[src/tpb_params.svh]
// Purpose: constants for the timer, pwm, buzzer and converter block
// Assumes: clk_in is the 25 MHz system clock; the instruction clock is half of it
// Notes: F-plane registers are read/write except the read-only converter result, R-plane registers are write-only
//
// Notes on behaviour
// - dog and wakeup share one timer, 13-100ms
// - dog clear instruction restarts the shared timer
// - config bit 6: reset on overflow, else wakeup
// - timer runs always; stops when both uses off
// - config bit 7 enables external pin reset
// - low voltage field: 11/01 on, 00 off, 10 bad
// - sleep stops clock and peripherals, not timer
// - reset or enabled wake interrupt leaves sleep
// - first timer: 8-bit read/write, wraps on overflow
// - first prescaler fed by instruction clock or pin
// - first timer rollover sets its pending flag
// - second timer reloads offset on rollover
// - second rollover sets flag, toggles match output
// - pwm: 1024 steps, 256 clock period
// - pwm goes low when counter matches duty top
// - low duty bits delay rise by one clock
// - start bit begins conversion, cleared when done
// - zero in pin type mask means analog
// - buzzer square wave needs count and pin enable
// - tone = inst clock / prescale / (period+1)
// - timer prescale codes 0..8 divide 1..256
// - buzzer prescale codes divide 4, 8, 16, 32
// - dog period codes 13/25/50/100ms, reset 11
`ifndef TPB_PARAMS_SVH
`define TPB_PARAMS_SVH

// ----------------------------------------------------------------
// timing
// ----------------------------------------------------------------
`define TPB_CLK_KHZ 25000
`define TPB_DOG_T0_MS 13
`define TPB_DOG_T1_MS 25
`define TPB_DOG_T2_MS 50
`define TPB_DOG_T3_MS 100

// ----------------------------------------------------------------
// F-plane offsets
// ----------------------------------------------------------------
`define TPB_F_FIRST_COUNTER_VALUE 8'h01
`define TPB_F_FLAGS 8'h09
`define TPB_F_TIMER1 8'h0a
`define TPB_F_PWM0_HI 8'h0c
`define TPB_F_PWM0_LO 8'h0d
`define TPB_F_PWM1_HI 8'h0e
`define TPB_F_PWM1_LO 8'h0f
`define TPB_F_CONV_HI 8'h10
`define TPB_F_CONV_CTL 8'h11

// ----------------------------------------------------------------
// R-plane offsets and reset values
// ----------------------------------------------------------------
`define TPB_R_T0CFG 8'h02
`define TPB_R_SLEEP 8'h03
`define TPB_R_DOGCLR 8'h04
`define TPB_R_OUTEN 8'h0b
`define TPB_R_T1CFG 8'h0c
`define TPB_R_RELOAD 8'h0d
`define TPB_R_IRQEN 8'h0e
`define TPB_R_TONE 8'h10
`define TPB_R_PINTYPE 8'h12
`define TPB_OUTEN_RST 8'h03
`define TPB_PINTYPE_RST 8'hff

// ----------------------------------------------------------------
// field positions
// ----------------------------------------------------------------
`define TPB_FLAG_T1 5
`define TPB_FLAG_T0 4
`define TPB_FLAG_WK 3
`define TPB_CONV_START 3
`define TPB_CFG_PINRST 7
`define TPB_CFG_DOGRST 6
`define TPB_OUTEN_TONE 7
`define TPB_OUTEN_PWM0 6
`define TPB_OUTEN_PWM1 5
`define TPB_OUTEN_T1 2
`define TPB_T0_EDGE 5
`define TPB_T0_SRC 4
`define TPB_T1CFG_TONE 7

`endif

[src/tpb_pkg.sv]
// Purpose: shared types of the timer, pwm, buzzer and converter block
// Assumes: nothing beyond the params header
// Notes: constants live in tpb_params.svh
`default_nettype none
package tpb_pkg;
	// power state of the peripheral domain
	typedef enum logic {TPB_RUN, TPB_SLEEP} tpb_pwr_t;
	// converter handshake state
	typedef enum logic {TPB_CONV_IDLE, TPB_CONV_BUSY} tpb_conv_t;
endpackage : tpb_pkg
`default_nettype wire

[src/tpb_pwm_if.sv]
// Purpose: carrier between the block top and one pwm channel
// Assumes: one clock domain
// Notes: wave is registered inside the channel
`timescale 1ns/100ps
`default_nettype none
interface tpb_pwm_if;
	logic [7:0] duty_hi;
	logic [1:0] duty_lo;
	logic pin_en;
	logic run;
	logic wave;
	modport ctrl (output duty_hi, output duty_lo, output pin_en, output run, input wave);
	modport chan (input duty_hi, input duty_lo, input pin_en, input run, output wave);
endinterface : tpb_pwm_if
`default_nettype wire

[src/tpb_pwm_chan.sv]
// Purpose: one 8+2 bit pwm channel on the system clock
// Assumes: duty fields come from registers in the top
// Notes: the low bits stretch the rise over a group of four periods
`timescale 1ns/100ps
`default_nettype none
module tpb_pwm_chan (
	input wire logic clk_in,
	input wire logic reset_in,
	tpb_pwm_if.chan bus
);
	logic [7:0] base_q;
	logic [1:0] frame_q;
	logic wave_q;
	logic out_q;

	// ----------------------------------------------------------------
	// decode
	// ----------------------------------------------------------------
	// the delayed rise loses one clock of high time, so fewer delayed
	// periods per group of four means a wider average pulse
	wire delay_w = frame_q >= bus.duty_lo;
	wire match_w = base_q == bus.duty_hi;
	wire rise_w = (base_q == 8'h00 && !delay_w) || (base_q == 8'h01 && delay_w);
	wire wave_d = match_w ? 1'b0 : (rise_w ? 1'b1 : wave_q);

	// base counter wraps every 256 clocks; frame counts periods
	always_ff @(posedge clk_in or posedge reset_in) begin
		if (reset_in) begin
			base_q <= 8'h00;
			frame_q <= 2'h0;
			wave_q <= 1'b0;
			out_q <= 1'b0;
		end else if (bus.run) begin
			base_q <= base_q + 8'h01;
			if (base_q == 8'hff) begin
				frame_q <= frame_q + 2'h1;
			end
			wave_q <= wave_d;
			out_q <= wave_d & bus.pin_en;
		end
	end

	assign bus.wave = out_q;
endmodule : tpb_pwm_chan
`default_nettype wire

[src/tpb_periph.sv]
// Purpose: timers, watchdog/wakeup, pwm, buzzer and converter control
// Assumes: CPU register strobes are on clk_in; config word is stable at reset
// Notes: sleep gates the instruction tick; the dog timer keeps running
`include "tpb_params.svh"
`timescale 1ns/100ps
`default_nettype none
module tpb_periph #(
	parameter int unsigned DOG_CYC0 = `TPB_DOG_T0_MS * `TPB_CLK_KHZ,
	parameter int unsigned DOG_CYC1 = `TPB_DOG_T1_MS * `TPB_CLK_KHZ,
	parameter int unsigned DOG_CYC2 = `TPB_DOG_T2_MS * `TPB_CLK_KHZ,
	parameter int unsigned DOG_CYC3 = `TPB_DOG_T3_MS * `TPB_CLK_KHZ
) (
	input wire logic clk_in,
	input wire logic reset_in,
	input wire logic [13:0] config_word_in,
	input wire logic [7:0] f_addr_in,
	input wire logic f_wr_in,
	input wire logic [7:0] f_wdata_in,
	output logic [7:0] f_rdata_out,
	input wire logic [7:0] r_addr_in,
	input wire logic r_wr_in,
	input wire logic [7:0] r_wdata_in,
	input wire logic first_timer_count_pin_in,
	input wire logic ext_reset_pin_n_in,
	input wire logic [2:0] ext_irq_pending_in,
	input wire logic conv_done_in,
	input wire logic [11:0] conv_result_in,
	output logic chip_reset_out,
	output logic sleep_out,
	output logic irq_out,
	output logic second_timer_toggle_out,
	output logic tone_out,
	output logic pwm0_out,
	output logic pwm1_out,
	output logic conv_start_out,
	output logic [2:0] conv_channel_out,
	output logic conv_clk_tick_out,
	output logic [7:0] conv_pin_type_mask_out,
	output logic lvr_enable_out,
	output logic lvr_level_sel_out,
	output logic lvr_invalid_out,
	output logic [1:0] clock_source_select_out
);
	// ----------------------------------------------------------------
	// helpers
	// ----------------------------------------------------------------
	// true once per 2^code source ticks; codes above 8 act as 256
	function automatic logic psc_hit(input logic [7:0] cnt, input logic [3:0] code);
		logic [7:0] mask;
		mask = (code >= 4'd8) ? 8'hff : 8'((9'h001 << code) - 9'h001);
		return (cnt & mask) == mask;
	endfunction : psc_hit

	// ----------------------------------------------------------------
	// state
	// ----------------------------------------------------------------
	logic [13:0] cfg_q;
	logic cfg_taken_q;
	tpb_pkg::tpb_pwr_t pwr_q;
	tpb_pkg::tpb_conv_t conv_q;
	logic inst_q;
	logic t0s1_q, t0s2_q, t0s3_q;
	logic rs1_q, rs2_q;
	logic [7:0] t0cfg_q, outen_q, t1cfg_q, reload_q, irqen_q, tone_cfg_q, pintype_q;
	logic [7:0] t0_q, t1_q, t0psc_q, t1psc_q, tpsc_q, cdiv_q;
	logic [5:0] tcnt_q;
	logic tone_q, t1tgl_q;
	logic [2:0] flags_q;
	logic [21:0] dog_q;
	logic [7:0] pwm0_hi_q, pwm1_hi_q;
	logic [1:0] pwm0_lo_q, pwm1_lo_q;
	logic [2:0] chan_q;
	logic [11:0] result_q;
	logic [7:0] rdata_q;
	logic creset_q, irq_q, tone_pin_q, t1_pin_q, cstart_q, cclk_q;

	// ----------------------------------------------------------------
	// register write decode
	// ----------------------------------------------------------------
	wire fw_t0 = f_wr_in && f_addr_in == `TPB_F_FIRST_COUNTER_VALUE;
	wire fw_flags = f_wr_in && f_addr_in == `TPB_F_FLAGS;
	wire fw_t1 = f_wr_in && f_addr_in == `TPB_F_TIMER1;
	wire fw_conv = f_wr_in && f_addr_in == `TPB_F_CONV_CTL;
	wire rw_sleep = r_wr_in && r_addr_in == `TPB_R_SLEEP;
	wire rw_dogclr = r_wr_in && r_addr_in == `TPB_R_DOGCLR;

	// ----------------------------------------------------------------
	// config word fields
	// ----------------------------------------------------------------
	wire cfg_dog_rst = cfg_q[`TPB_CFG_DOGRST];
	wire cfg_pin_rst = cfg_q[`TPB_CFG_PINRST];
	wire [1:0] cfg_lvr = cfg_q[11:10];

	// ----------------------------------------------------------------
	// clock ticks
	// ----------------------------------------------------------------
	// peripherals see no tick while asleep
	wire run_w = pwr_q == tpb_pkg::TPB_RUN;
	wire inst_tick = inst_q & run_w;
	wire t0_edge = t0cfg_q[`TPB_T0_EDGE] ? (t0s3_q & ~t0s2_q) : (~t0s3_q & t0s2_q);
	wire t0_src = run_w & (t0cfg_q[`TPB_T0_SRC] ? t0_edge : inst_tick);
	wire t0_step = t0_src & psc_hit(t0psc_q, t0cfg_q[3:0]);
	wire t1_step = inst_tick & psc_hit(t1psc_q, t1cfg_q[3:0]);
	wire t0_roll = t0_step && t0_q == 8'hff && !fw_t0;
	wire t1_roll = t1_step && t1_q == 8'hff && !fw_t1;

	// ----------------------------------------------------------------
	// watchdog / wakeup decode
	// ----------------------------------------------------------------
	wire wk_ie = irqen_q[`TPB_FLAG_WK];
	wire dog_run = cfg_dog_rst | wk_ie;
	wire [21:0] dog_lim = (outen_q[1:0] == 2'b00) ? 22'(DOG_CYC0 - 1) :
		(outen_q[1:0] == 2'b01) ? 22'(DOG_CYC1 - 1) :
		(outen_q[1:0] == 2'b10) ? 22'(DOG_CYC2 - 1) : 22'(DOG_CYC3 - 1);
	wire dog_ovf = dog_run && dog_q == dog_lim;
	wire wk_set = dog_ovf & ~cfg_dog_rst;
	wire wake = (flags_q[0] & wk_ie) | (|(ext_irq_pending_in & irqen_q[2:0]));

	// ----------------------------------------------------------------
	// buzzer and converter clock decode
	// ----------------------------------------------------------------
	wire tone_en = t1cfg_q[`TPB_T1CFG_TONE];
	// half the prescale ratio, since a full wave is two toggles
	wire tone_tick = inst_tick & tone_en & psc_hit(tpsc_q, {2'b00, tone_cfg_q[7:6]} + 4'd1);
	wire tone_wrap = tcnt_q == tone_cfg_q[5:0];
	wire cclk_tick = inst_tick & psc_hit(cdiv_q, 4'd7 - {1'b0, t1cfg_q[6:4]});
	wire start_req = fw_conv && f_wdata_in[`TPB_CONV_START];

	// ----------------------------------------------------------------
	// F-plane read selection
	// ----------------------------------------------------------------
	wire [7:0] rd_mux = (f_addr_in == `TPB_F_FIRST_COUNTER_VALUE) ? t0_q :
		(f_addr_in == `TPB_F_FLAGS) ? {2'b00, flags_q, 3'b000} :
		(f_addr_in == `TPB_F_TIMER1) ? t1_q :
		(f_addr_in == `TPB_F_PWM0_HI) ? pwm0_hi_q :
		(f_addr_in == `TPB_F_PWM0_LO) ? {pwm0_lo_q, 6'h00} :
		(f_addr_in == `TPB_F_PWM1_HI) ? pwm1_hi_q :
		(f_addr_in == `TPB_F_PWM1_LO) ? {pwm1_lo_q, 6'h00} :
		(f_addr_in == `TPB_F_CONV_HI) ? result_q[11:4] :
		(f_addr_in == `TPB_F_CONV_CTL) ?
			{result_q[3:0], conv_q == tpb_pkg::TPB_CONV_BUSY, chan_q} : 8'h00;

	// ----------------------------------------------------------------
	// config capture and pin synchronisers
	// ----------------------------------------------------------------
	// config is taken once after release so that reset holds constants only
	always_ff @(posedge clk_in or posedge reset_in) begin
		if (reset_in) begin
			cfg_q <= 14'h0000;
			cfg_taken_q <= 1'b0;
		end else if (!cfg_taken_q) begin
			cfg_q <= config_word_in;
			cfg_taken_q <= 1'b1;
		end
	end

	// two stages before any logic; third stage for edge detect
	always_ff @(posedge clk_in or posedge reset_in) begin
		if (reset_in) begin
			{t0s1_q, t0s2_q, t0s3_q} <= 3'b000;
			{rs1_q, rs2_q} <= 2'b11;
		end else begin
			{t0s1_q, t0s2_q, t0s3_q} <= {first_timer_count_pin_in, t0s1_q, t0s2_q};
			{rs1_q, rs2_q} <= {ext_reset_pin_n_in, rs1_q};
		end
	end

	// ----------------------------------------------------------------
	// R-plane write-only registers
	// ----------------------------------------------------------------
	always_ff @(posedge clk_in or posedge reset_in) begin
		if (reset_in) begin
			t0cfg_q <= 8'h00;
			outen_q <= `TPB_OUTEN_RST;
			t1cfg_q <= 8'h00;
			reload_q <= 8'h00;
			irqen_q <= 8'h00;
			tone_cfg_q <= 8'h00;
			pintype_q <= `TPB_PINTYPE_RST;
		end else if (r_wr_in) begin
			if (r_addr_in == `TPB_R_T0CFG) t0cfg_q <= r_wdata_in;
			if (r_addr_in == `TPB_R_OUTEN) outen_q <= r_wdata_in;
			if (r_addr_in == `TPB_R_T1CFG) t1cfg_q <= r_wdata_in;
			if (r_addr_in == `TPB_R_RELOAD) reload_q <= r_wdata_in;
			if (r_addr_in == `TPB_R_IRQEN) irqen_q <= r_wdata_in;
			if (r_addr_in == `TPB_R_TONE) tone_cfg_q <= r_wdata_in;
			if (r_addr_in == `TPB_R_PINTYPE) pintype_q <= r_wdata_in;
		end
	end

	// ----------------------------------------------------------------
	// power state
	// ----------------------------------------------------------------
	// sleep entry and wake; a reset ends sleep through reset_in
	always_ff @(posedge clk_in or posedge reset_in) begin
		if (reset_in) begin
			pwr_q <= tpb_pkg::TPB_RUN;
		end else begin
			unique case (pwr_q)
				tpb_pkg::TPB_RUN: if (rw_sleep) pwr_q <= tpb_pkg::TPB_SLEEP;
				tpb_pkg::TPB_SLEEP: if (wake) pwr_q <= tpb_pkg::TPB_RUN;
			endcase
		end
	end

	// ----------------------------------------------------------------
	// instruction tick and prescalers
	// ----------------------------------------------------------------
	always_ff @(posedge clk_in or posedge reset_in) begin
		if (reset_in) begin
			inst_q <= 1'b0;
			t0psc_q <= 8'h00;
			t1psc_q <= 8'h00;
			cdiv_q <= 8'h00;
		end else begin
			inst_q <= run_w ? ~inst_q : inst_q;
			if (t0_src) t0psc_q <= t0psc_q + 8'h01;
			if (inst_tick) t1psc_q <= t1psc_q + 8'h01;
			if (inst_tick) cdiv_q <= cdiv_q + 8'h01;
		end
	end

	// ----------------------------------------------------------------
	// first and second timers
	// ----------------------------------------------------------------
	// a software write wins over a step in the same cycle
	always_ff @(posedge clk_in or posedge reset_in) begin
		if (reset_in) begin
			t0_q <= 8'h00;
			t1_q <= 8'h00;
			t1tgl_q <= 1'b0;
		end else begin
			if (fw_t0) t0_q <= f_wdata_in;
			else if (t0_step) t0_q <= t0_q + 8'h01;
			if (fw_t1) t1_q <= f_wdata_in;
			else if (t1_roll) t1_q <= reload_q;
			else if (t1_step) t1_q <= t1_q + 8'h01;
			if (t1_roll) t1tgl_q <= ~t1tgl_q;
		end
	end

	// ----------------------------------------------------------------
	// pending flags: hardware set wins over a software clear
	// ----------------------------------------------------------------
	always_ff @(posedge clk_in or posedge reset_in) begin
		if (reset_in) begin
			flags_q <= 3'b000;
		end else begin
			flags_q[2] <= t1_roll | (flags_q[2] & ~(fw_flags & ~f_wdata_in[`TPB_FLAG_T1]));
			flags_q[1] <= t0_roll | (flags_q[1] & ~(fw_flags & ~f_wdata_in[`TPB_FLAG_T0]));
			flags_q[0] <= wk_set | (flags_q[0] & ~(fw_flags & ~f_wdata_in[`TPB_FLAG_WK]));
		end
	end

	// ----------------------------------------------------------------
	// watchdog / wakeup timer
	// ----------------------------------------------------------------
	// not gated by sleep, so it can wake the core
	always_ff @(posedge clk_in or posedge reset_in) begin
		if (reset_in) begin
			dog_q <= 22'h000000;
		end else if (rw_dogclr || !dog_run || dog_ovf) begin
			dog_q <= 22'h000000;
		end else begin
			dog_q <= dog_q + 22'h000001;
		end
	end

	// ----------------------------------------------------------------
	// buzzer
	// ----------------------------------------------------------------
	always_ff @(posedge clk_in or posedge reset_in) begin
		if (reset_in) begin
			tpsc_q <= 8'h00;
			tcnt_q <= 6'h00;
			tone_q <= 1'b0;
		end else if (!tone_en) begin
			tpsc_q <= 8'h00;
			tcnt_q <= 6'h00;
			tone_q <= 1'b0;
		end else begin
			if (inst_tick) tpsc_q <= tpsc_q + 8'h01;
			if (tone_tick) begin
				tcnt_q <= tone_wrap ? 6'h00 : tcnt_q + 6'h01;
				if (tone_wrap) tone_q <= ~tone_q;
			end
		end
	end

	// ----------------------------------------------------------------
	// pwm duty registers
	// ----------------------------------------------------------------
	always_ff @(posedge clk_in or posedge reset_in) begin
		if (reset_in) begin
			{pwm0_hi_q, pwm0_lo_q, pwm1_hi_q, pwm1_lo_q} <= 20'h00000;
		end else if (f_wr_in) begin
			if (f_addr_in == `TPB_F_PWM0_HI) pwm0_hi_q <= f_wdata_in;
			if (f_addr_in == `TPB_F_PWM0_LO) pwm0_lo_q <= f_wdata_in[7:6];
			if (f_addr_in == `TPB_F_PWM1_HI) pwm1_hi_q <= f_wdata_in;
			if (f_addr_in == `TPB_F_PWM1_LO) pwm1_lo_q <= f_wdata_in[7:6];
		end
	end

	// ----------------------------------------------------------------
	// converter handshake
	// ----------------------------------------------------------------
	// a start written with a done in flight wins and begins anew
	always_ff @(posedge clk_in or posedge reset_in) begin
		if (reset_in) begin
			conv_q <= tpb_pkg::TPB_CONV_IDLE;
			chan_q <= 3'h0;
			result_q <= 12'h000;
		end else begin
			if (fw_conv) chan_q <= f_wdata_in[2:0];
			unique case (conv_q)
				tpb_pkg::TPB_CONV_IDLE: if (start_req) conv_q <= tpb_pkg::TPB_CONV_BUSY;
				tpb_pkg::TPB_CONV_BUSY: if (conv_done_in && !start_req) begin
					conv_q <= tpb_pkg::TPB_CONV_IDLE;
				end
			endcase
			if (conv_q == tpb_pkg::TPB_CONV_BUSY && conv_done_in) result_q <= conv_result_in;
		end
	end

	// ----------------------------------------------------------------
	// output registers
	// ----------------------------------------------------------------
	always_ff @(posedge clk_in or posedge reset_in) begin
		if (reset_in) begin
			rdata_q <= 8'h00;
			creset_q <= 1'b0;
			irq_q <= 1'b0;
			tone_pin_q <= 1'b0;
			t1_pin_q <= 1'b0;
			cstart_q <= 1'b0;
			cclk_q <= 1'b0;
		end else begin
			rdata_q <= rd_mux;
			creset_q <= (dog_ovf & cfg_dog_rst) | (cfg_pin_rst & ~rs2_q);
			irq_q <= |({flags_q, ext_irq_pending_in} & irqen_q[5:0]);
			tone_pin_q <= tone_q & tone_en & outen_q[`TPB_OUTEN_TONE];
			t1_pin_q <= t1tgl_q & outen_q[`TPB_OUTEN_T1];
			cstart_q <= start_req;
			cclk_q <= cclk_tick;
		end
	end

	// ----------------------------------------------------------------
	// pwm channels
	// ----------------------------------------------------------------
	tpb_pwm_if pwm0_if ();
	tpb_pwm_if pwm1_if ();
	assign pwm0_if.duty_hi = pwm0_hi_q;
	assign pwm0_if.duty_lo = pwm0_lo_q;
	assign pwm0_if.pin_en = outen_q[`TPB_OUTEN_PWM0];
	assign pwm0_if.run = run_w;
	assign pwm1_if.duty_hi = pwm1_hi_q;
	assign pwm1_if.duty_lo = pwm1_lo_q;
	assign pwm1_if.pin_en = outen_q[`TPB_OUTEN_PWM1];
	assign pwm1_if.run = run_w;

	tpb_pwm_chan u_pwm0 (
		.clk_in(clk_in),
		.reset_in(reset_in),
		.bus(pwm0_if.chan)
	);

	tpb_pwm_chan u_pwm1 (
		.clk_in(clk_in),
		.reset_in(reset_in),
		.bus(pwm1_if.chan)
	);

	// ----------------------------------------------------------------
	// port drive; low-voltage and clock fields are held config bits
	// ----------------------------------------------------------------
	assign f_rdata_out = rdata_q;
	assign chip_reset_out = creset_q;
	assign sleep_out = pwr_q == tpb_pkg::TPB_SLEEP;
	assign irq_out = irq_q;
	assign second_timer_toggle_out = t1_pin_q;
	assign tone_out = tone_pin_q;
	assign pwm0_out = pwm0_if.wave;
	assign pwm1_out = pwm1_if.wave;
	assign conv_start_out = cstart_q;
	assign conv_channel_out = chan_q;
	assign conv_clk_tick_out = cclk_q;
	assign conv_pin_type_mask_out = pintype_q;
	assign lvr_enable_out = cfg_lvr[0];
	assign lvr_level_sel_out = cfg_lvr == 2'b01;
	assign lvr_invalid_out = cfg_lvr == 2'b10;
	assign clock_source_select_out = cfg_q[9:8];
endmodule : tpb_periph
`default_nettype wire

[config.mk]
export PLATFORM = sky130hd
export DESIGN_NAME = tpb_periph
export DESIGN_NICKNAME = d
export VERILOG_FILES = /design/src/tpb_pkg.sv /design/src/tpb_pwm_if.sv /design/src/tpb_pwm_chan.sv /design/src/tpb_periph.sv
export VERILOG_INCLUDE_DIRS = /design/src
export SDC_FILE = /design/constraint.sdc
export NUM_CORES = 1
export LEC_CHECK = 0
export BUFFER_PORTS_ARGS = -buffer_cell sky130_fd_sc_hd__buf_2
export CAP_MARGIN = 20
export CORE_MARGIN = 5
export CORE_UTILIZATION = 55
export CTS_BUF_LIST = sky130_fd_sc_hd__clkbuf_4 sky130_fd_sc_hd__clkbuf_8
export DETAILED_ROUTE_END_ITERATION = 16
export GPL_TIMING_DRIVEN = 0
export PLACE_DENSITY = 0.87
export SLEW_MARGIN = 20
export SYNTH_ARGS = -nofsm -noshare
export SYNTH_HDL_FRONTEND = slang
export SYNTH_HIERARCHICAL = 1
export SYNTH_SLANG_ARGS = --single-unit
[constraint.sdc]
create_clock -name clk_in -period 11.4 [get_ports clk_in]
set_clock_uncertainty 0.1 [all_clocks]
set_input_delay 1.71 -clock clk_in [delete_from_list [all_inputs] [get_ports clk_in]]
set_output_delay 1.71 -clock clk_in [all_outputs]
set_load 0.05 [all_outputs]
==> impl_metrics.tcl <==
set metrics [dict create \
    yosysWarnings 6 \
    post_cts_resized 0 \
    maxCapViolCount 0 \
    start_util 0.554 \
    hpwl_mm 17.4 \
    arrival_ps 3820 \
    drt-total-wl_mm 24.9 \
    synth_flop_cell "dfrtp_1" \
    ir_worst_vdd_uv 83.2 \
    finalSetupViolCount 0 \
    die_x_um 150 \
    path_max_fanout 10 \
    drtAntennaViolNets 0 \
    final_util 0.636 \
    wl_per_cell_um 17.9 \
    path_clk_slew_ps 60 \
    grt_max_degree 102 \
    clk_latency_ps 530 \
    syn_area_sq_um 10700 \
    diodes 0 \
    reg_top3 "dog_q (22), result_q (12)" \
    ys_types 76 \
    vias 8005 \
    area_growth_pct 14.9 \
    yosys_register_bits 214 \
    cts_buffer_depth 3 \
    first_global_vias 8168 \
    regMostFlops "dog_q" \
    fp-row-count 51 \
    rsz0062_at_grt "false" \
    h-tree-depth 2 \
    vias_per_cell 5.77 \
    hp-class "reg -> reg" \
    clock_sinks 214 \
    largest_reg_flops 22 \
    overflow 0 \
    postPlaceCellArea_sq_um 11500 \
    p_leak_uw 0.00549 \
    die_h_um 150 \
    grt_util_all_layers 0.227 \
    place_congestion 0.918 \
    outcome "finished, final reports clean" \
    yosysSeqAreaShare 0.501 \
    final_area_sq_um 12300 \
    endpoint_kind "flop" \
    postCtsSetupBuffers 0 \
    synth_edf_count 0 \
    startpoint_type "primary input" \
    syn_avg_cell_area_sq_um 11.0 \
    syn_inst 971 \
    required_ps 11690 \
    async_flop_share 1.00 \
    die_area_sq_um 22400 \
    r2r_start "t1cfg_q[1]" \
    worst_slew_pin_slew_ps 777 \
    drv_slew 0 \
    worst_hold_startpoint "rs1_q" \
    fillers 1441 \
    drive_gt1_frac 0.261 \
    drt_iter0_drc 697 \
    criticalPathCategory "in -> reg" \
    io_buffers 89 \
    syn_nets 1065 \
    hold_buffers 0 \
    crit_start "f_addr_in[2]" \
    core_area_sq_um 19300 \
    setup_slack_ps 7870 \
    slew_headroom 0.480 \
    p_per_area_nw_per_um2 185 \
    cts_tree "built" \
    dp_slack_ps 7450 \
    cts-root-buf "clkbuf_8" \
    grt_first_pass_wirelength_mm 41.4 \
    cts-buffers-inserted 36 \
    nets 1193 \
    setup_tns_ps 0 \
    drcViolationCount 0 \
    hold_viol 0 \
    fin_crit_ps 3530 \
    drtPass1Iterations 6 \
    period_share 0.309 \
    io_pins 101 \
    antenna_found_initial 1 \
    fmaxAchievable_ghz 0.284 \
]
==> placed cells by master (no fill, tap or decap), types with 5 or more instances in the layout <==
cell type  Yosys  routed
nand3_1       30      30
dfstp_2       12      12
and2_1         6       6
a211oi_1       6       6
nand4_1       26      26
clkbuf_8       0      52
a31oi_1        8       8
nand2_1       75      75
nor2b_1       15      15
nor4_1         8       8
nor3_1         7       7
and3_1        12      12
xor2_1        28      28
o21ai_1        9       9
inv_1         34      33
a21oi_1       22      22
mux2i_1       14      14
nor2_1        78      78
dfrtp_1      202     202
nand2b_1       6       6
o22ai_1       10      10
o21ai_0       35      35
o31ai_1        6       6
ha_1          26      26
xnor2_1       71      71
a22oi_1       11      11
nor3b_1        9       9
clkbuf_4       0       5
clkbuf_1      17      17
mux2_2        94      94
buf_2          7      96
and4_1         5       5
==> final cells by class <==
| cell class | instances | area [sq um] | area share |
|---|---|---|---|
| plain buffers | 28 | 121 | 0.00986 |
| clock buffers | 57 | 753 | 0.0612 |
| clock inverters | 5 | 28.8 | 0.00234 |
| inverters | 35 | 139 | 0.0113 |
| multi-input cells | 694 | 5090 | 0.413 |
| flip-flops and latches | 214 | 5370 | 0.436 |
| well taps | 265 | 332 | 0.0270 |
| repair buffers | 90 | 473 | 0.0384 |
==> where the power goes <==
part           leakage (uW)  internal (uW)  switching, uW  total (uW)
clock network      0.000417            419            306         725
logic               0.00235            239            274         513
registers           0.00272            886            159        1040
total               0.00549           1540            738        2280
==> per-layer routing <==
| layer | up-vias | routed length (um) | part of all wire | GRT usage |
|---|---|---|---|---|
| li1 | 3732 | - | - | - |
| met1 | 3910 | 10400 | 0.42 | 0.302 |
| met4 | 2 | 795 | 0.032 | 0.0874 |
| met2 | 289 | 12100 | 0.49 | 0.373 |
| met3 | 72 | 1510 | 0.061 | 0.0433 |
| met5 | - | 13 | 0.00052 | 0 |
==> Yosys cell counts, drive strengths merged, types with 10 or more instances <==
cell    instances  area share
xnor2          71       0.058
o21ai          45       0.022
mux2i          14       0.013
nand4          26       0.015
and3           13      0.0077
mux2           94       0.099
nand2          75       0.026
xor2           28       0.023
nor3b          13       0.012
dfstp          12       0.029
dfrtp         202        0.47
inv            34       0.012
clkbuf         17      0.0060
nor2b          15      0.0088
a22oi          11      0.0077
ha             26       0.030
o22ai          10      0.0058
nor2           79       0.028
buf            11      0.0054
nor3           10      0.0061
a21oi          22       0.010
nand3          30       0.014
==> cells by family (layout without fill, tap and decap cells) <==
| logic type | Yosys count | after routing | share of synthesized area |
|---|---|---|---|
| AOI/OAI and AO/OA | 143 | 143 | 0.0914 |
| xor gates and xnor gates | 99 | 99 | 0.0810 |
| adders and majority gates | 26 | 26 | 0.0304 |
| buffers and inverters | 63 | 215 | 0.0236 |
| DFF | 214 | 214 | 0.501 |
| muxes | 108 | 108 | 0.112 |
| other | 1 | 1 | 0.000350 |
| and+or+nand+nor | 317 | 317 | 0.160 |
==> through the flow <==
step	total power [uW]	hold WS, ps	std cells
global route	2410	257	1388
floorplan	1410	231	971
global placement	1520	243	1325
CTS	2290	250	1388
finish	2280	249	1388
detailed placement	1560	236	1326
==> critical path, stage by stage <==
cell and delay [ps]:
buf_2 110, or4_4 580, nor3b_4 340, buf_2 270
nand2_1 70, a211oi_1 350, a211oi_1 120, o22ai_1 270
==> path summary, 6_finish.rpt <==
path	cells past startpoint	to	slack [ps]
setup / recovery	8	f_rdata_out[4]	7870
hold / removal	0	rs2_q	250
setup reg to reg	7	t1_q[6]	8490
hold reg to reg	0	rs2_q	250
max in group asynchronous	3	rs1_q	9080
min in group asynchronous	2	u_pwm0/wave_q	1180
Power figures use the tool's default switching activity.
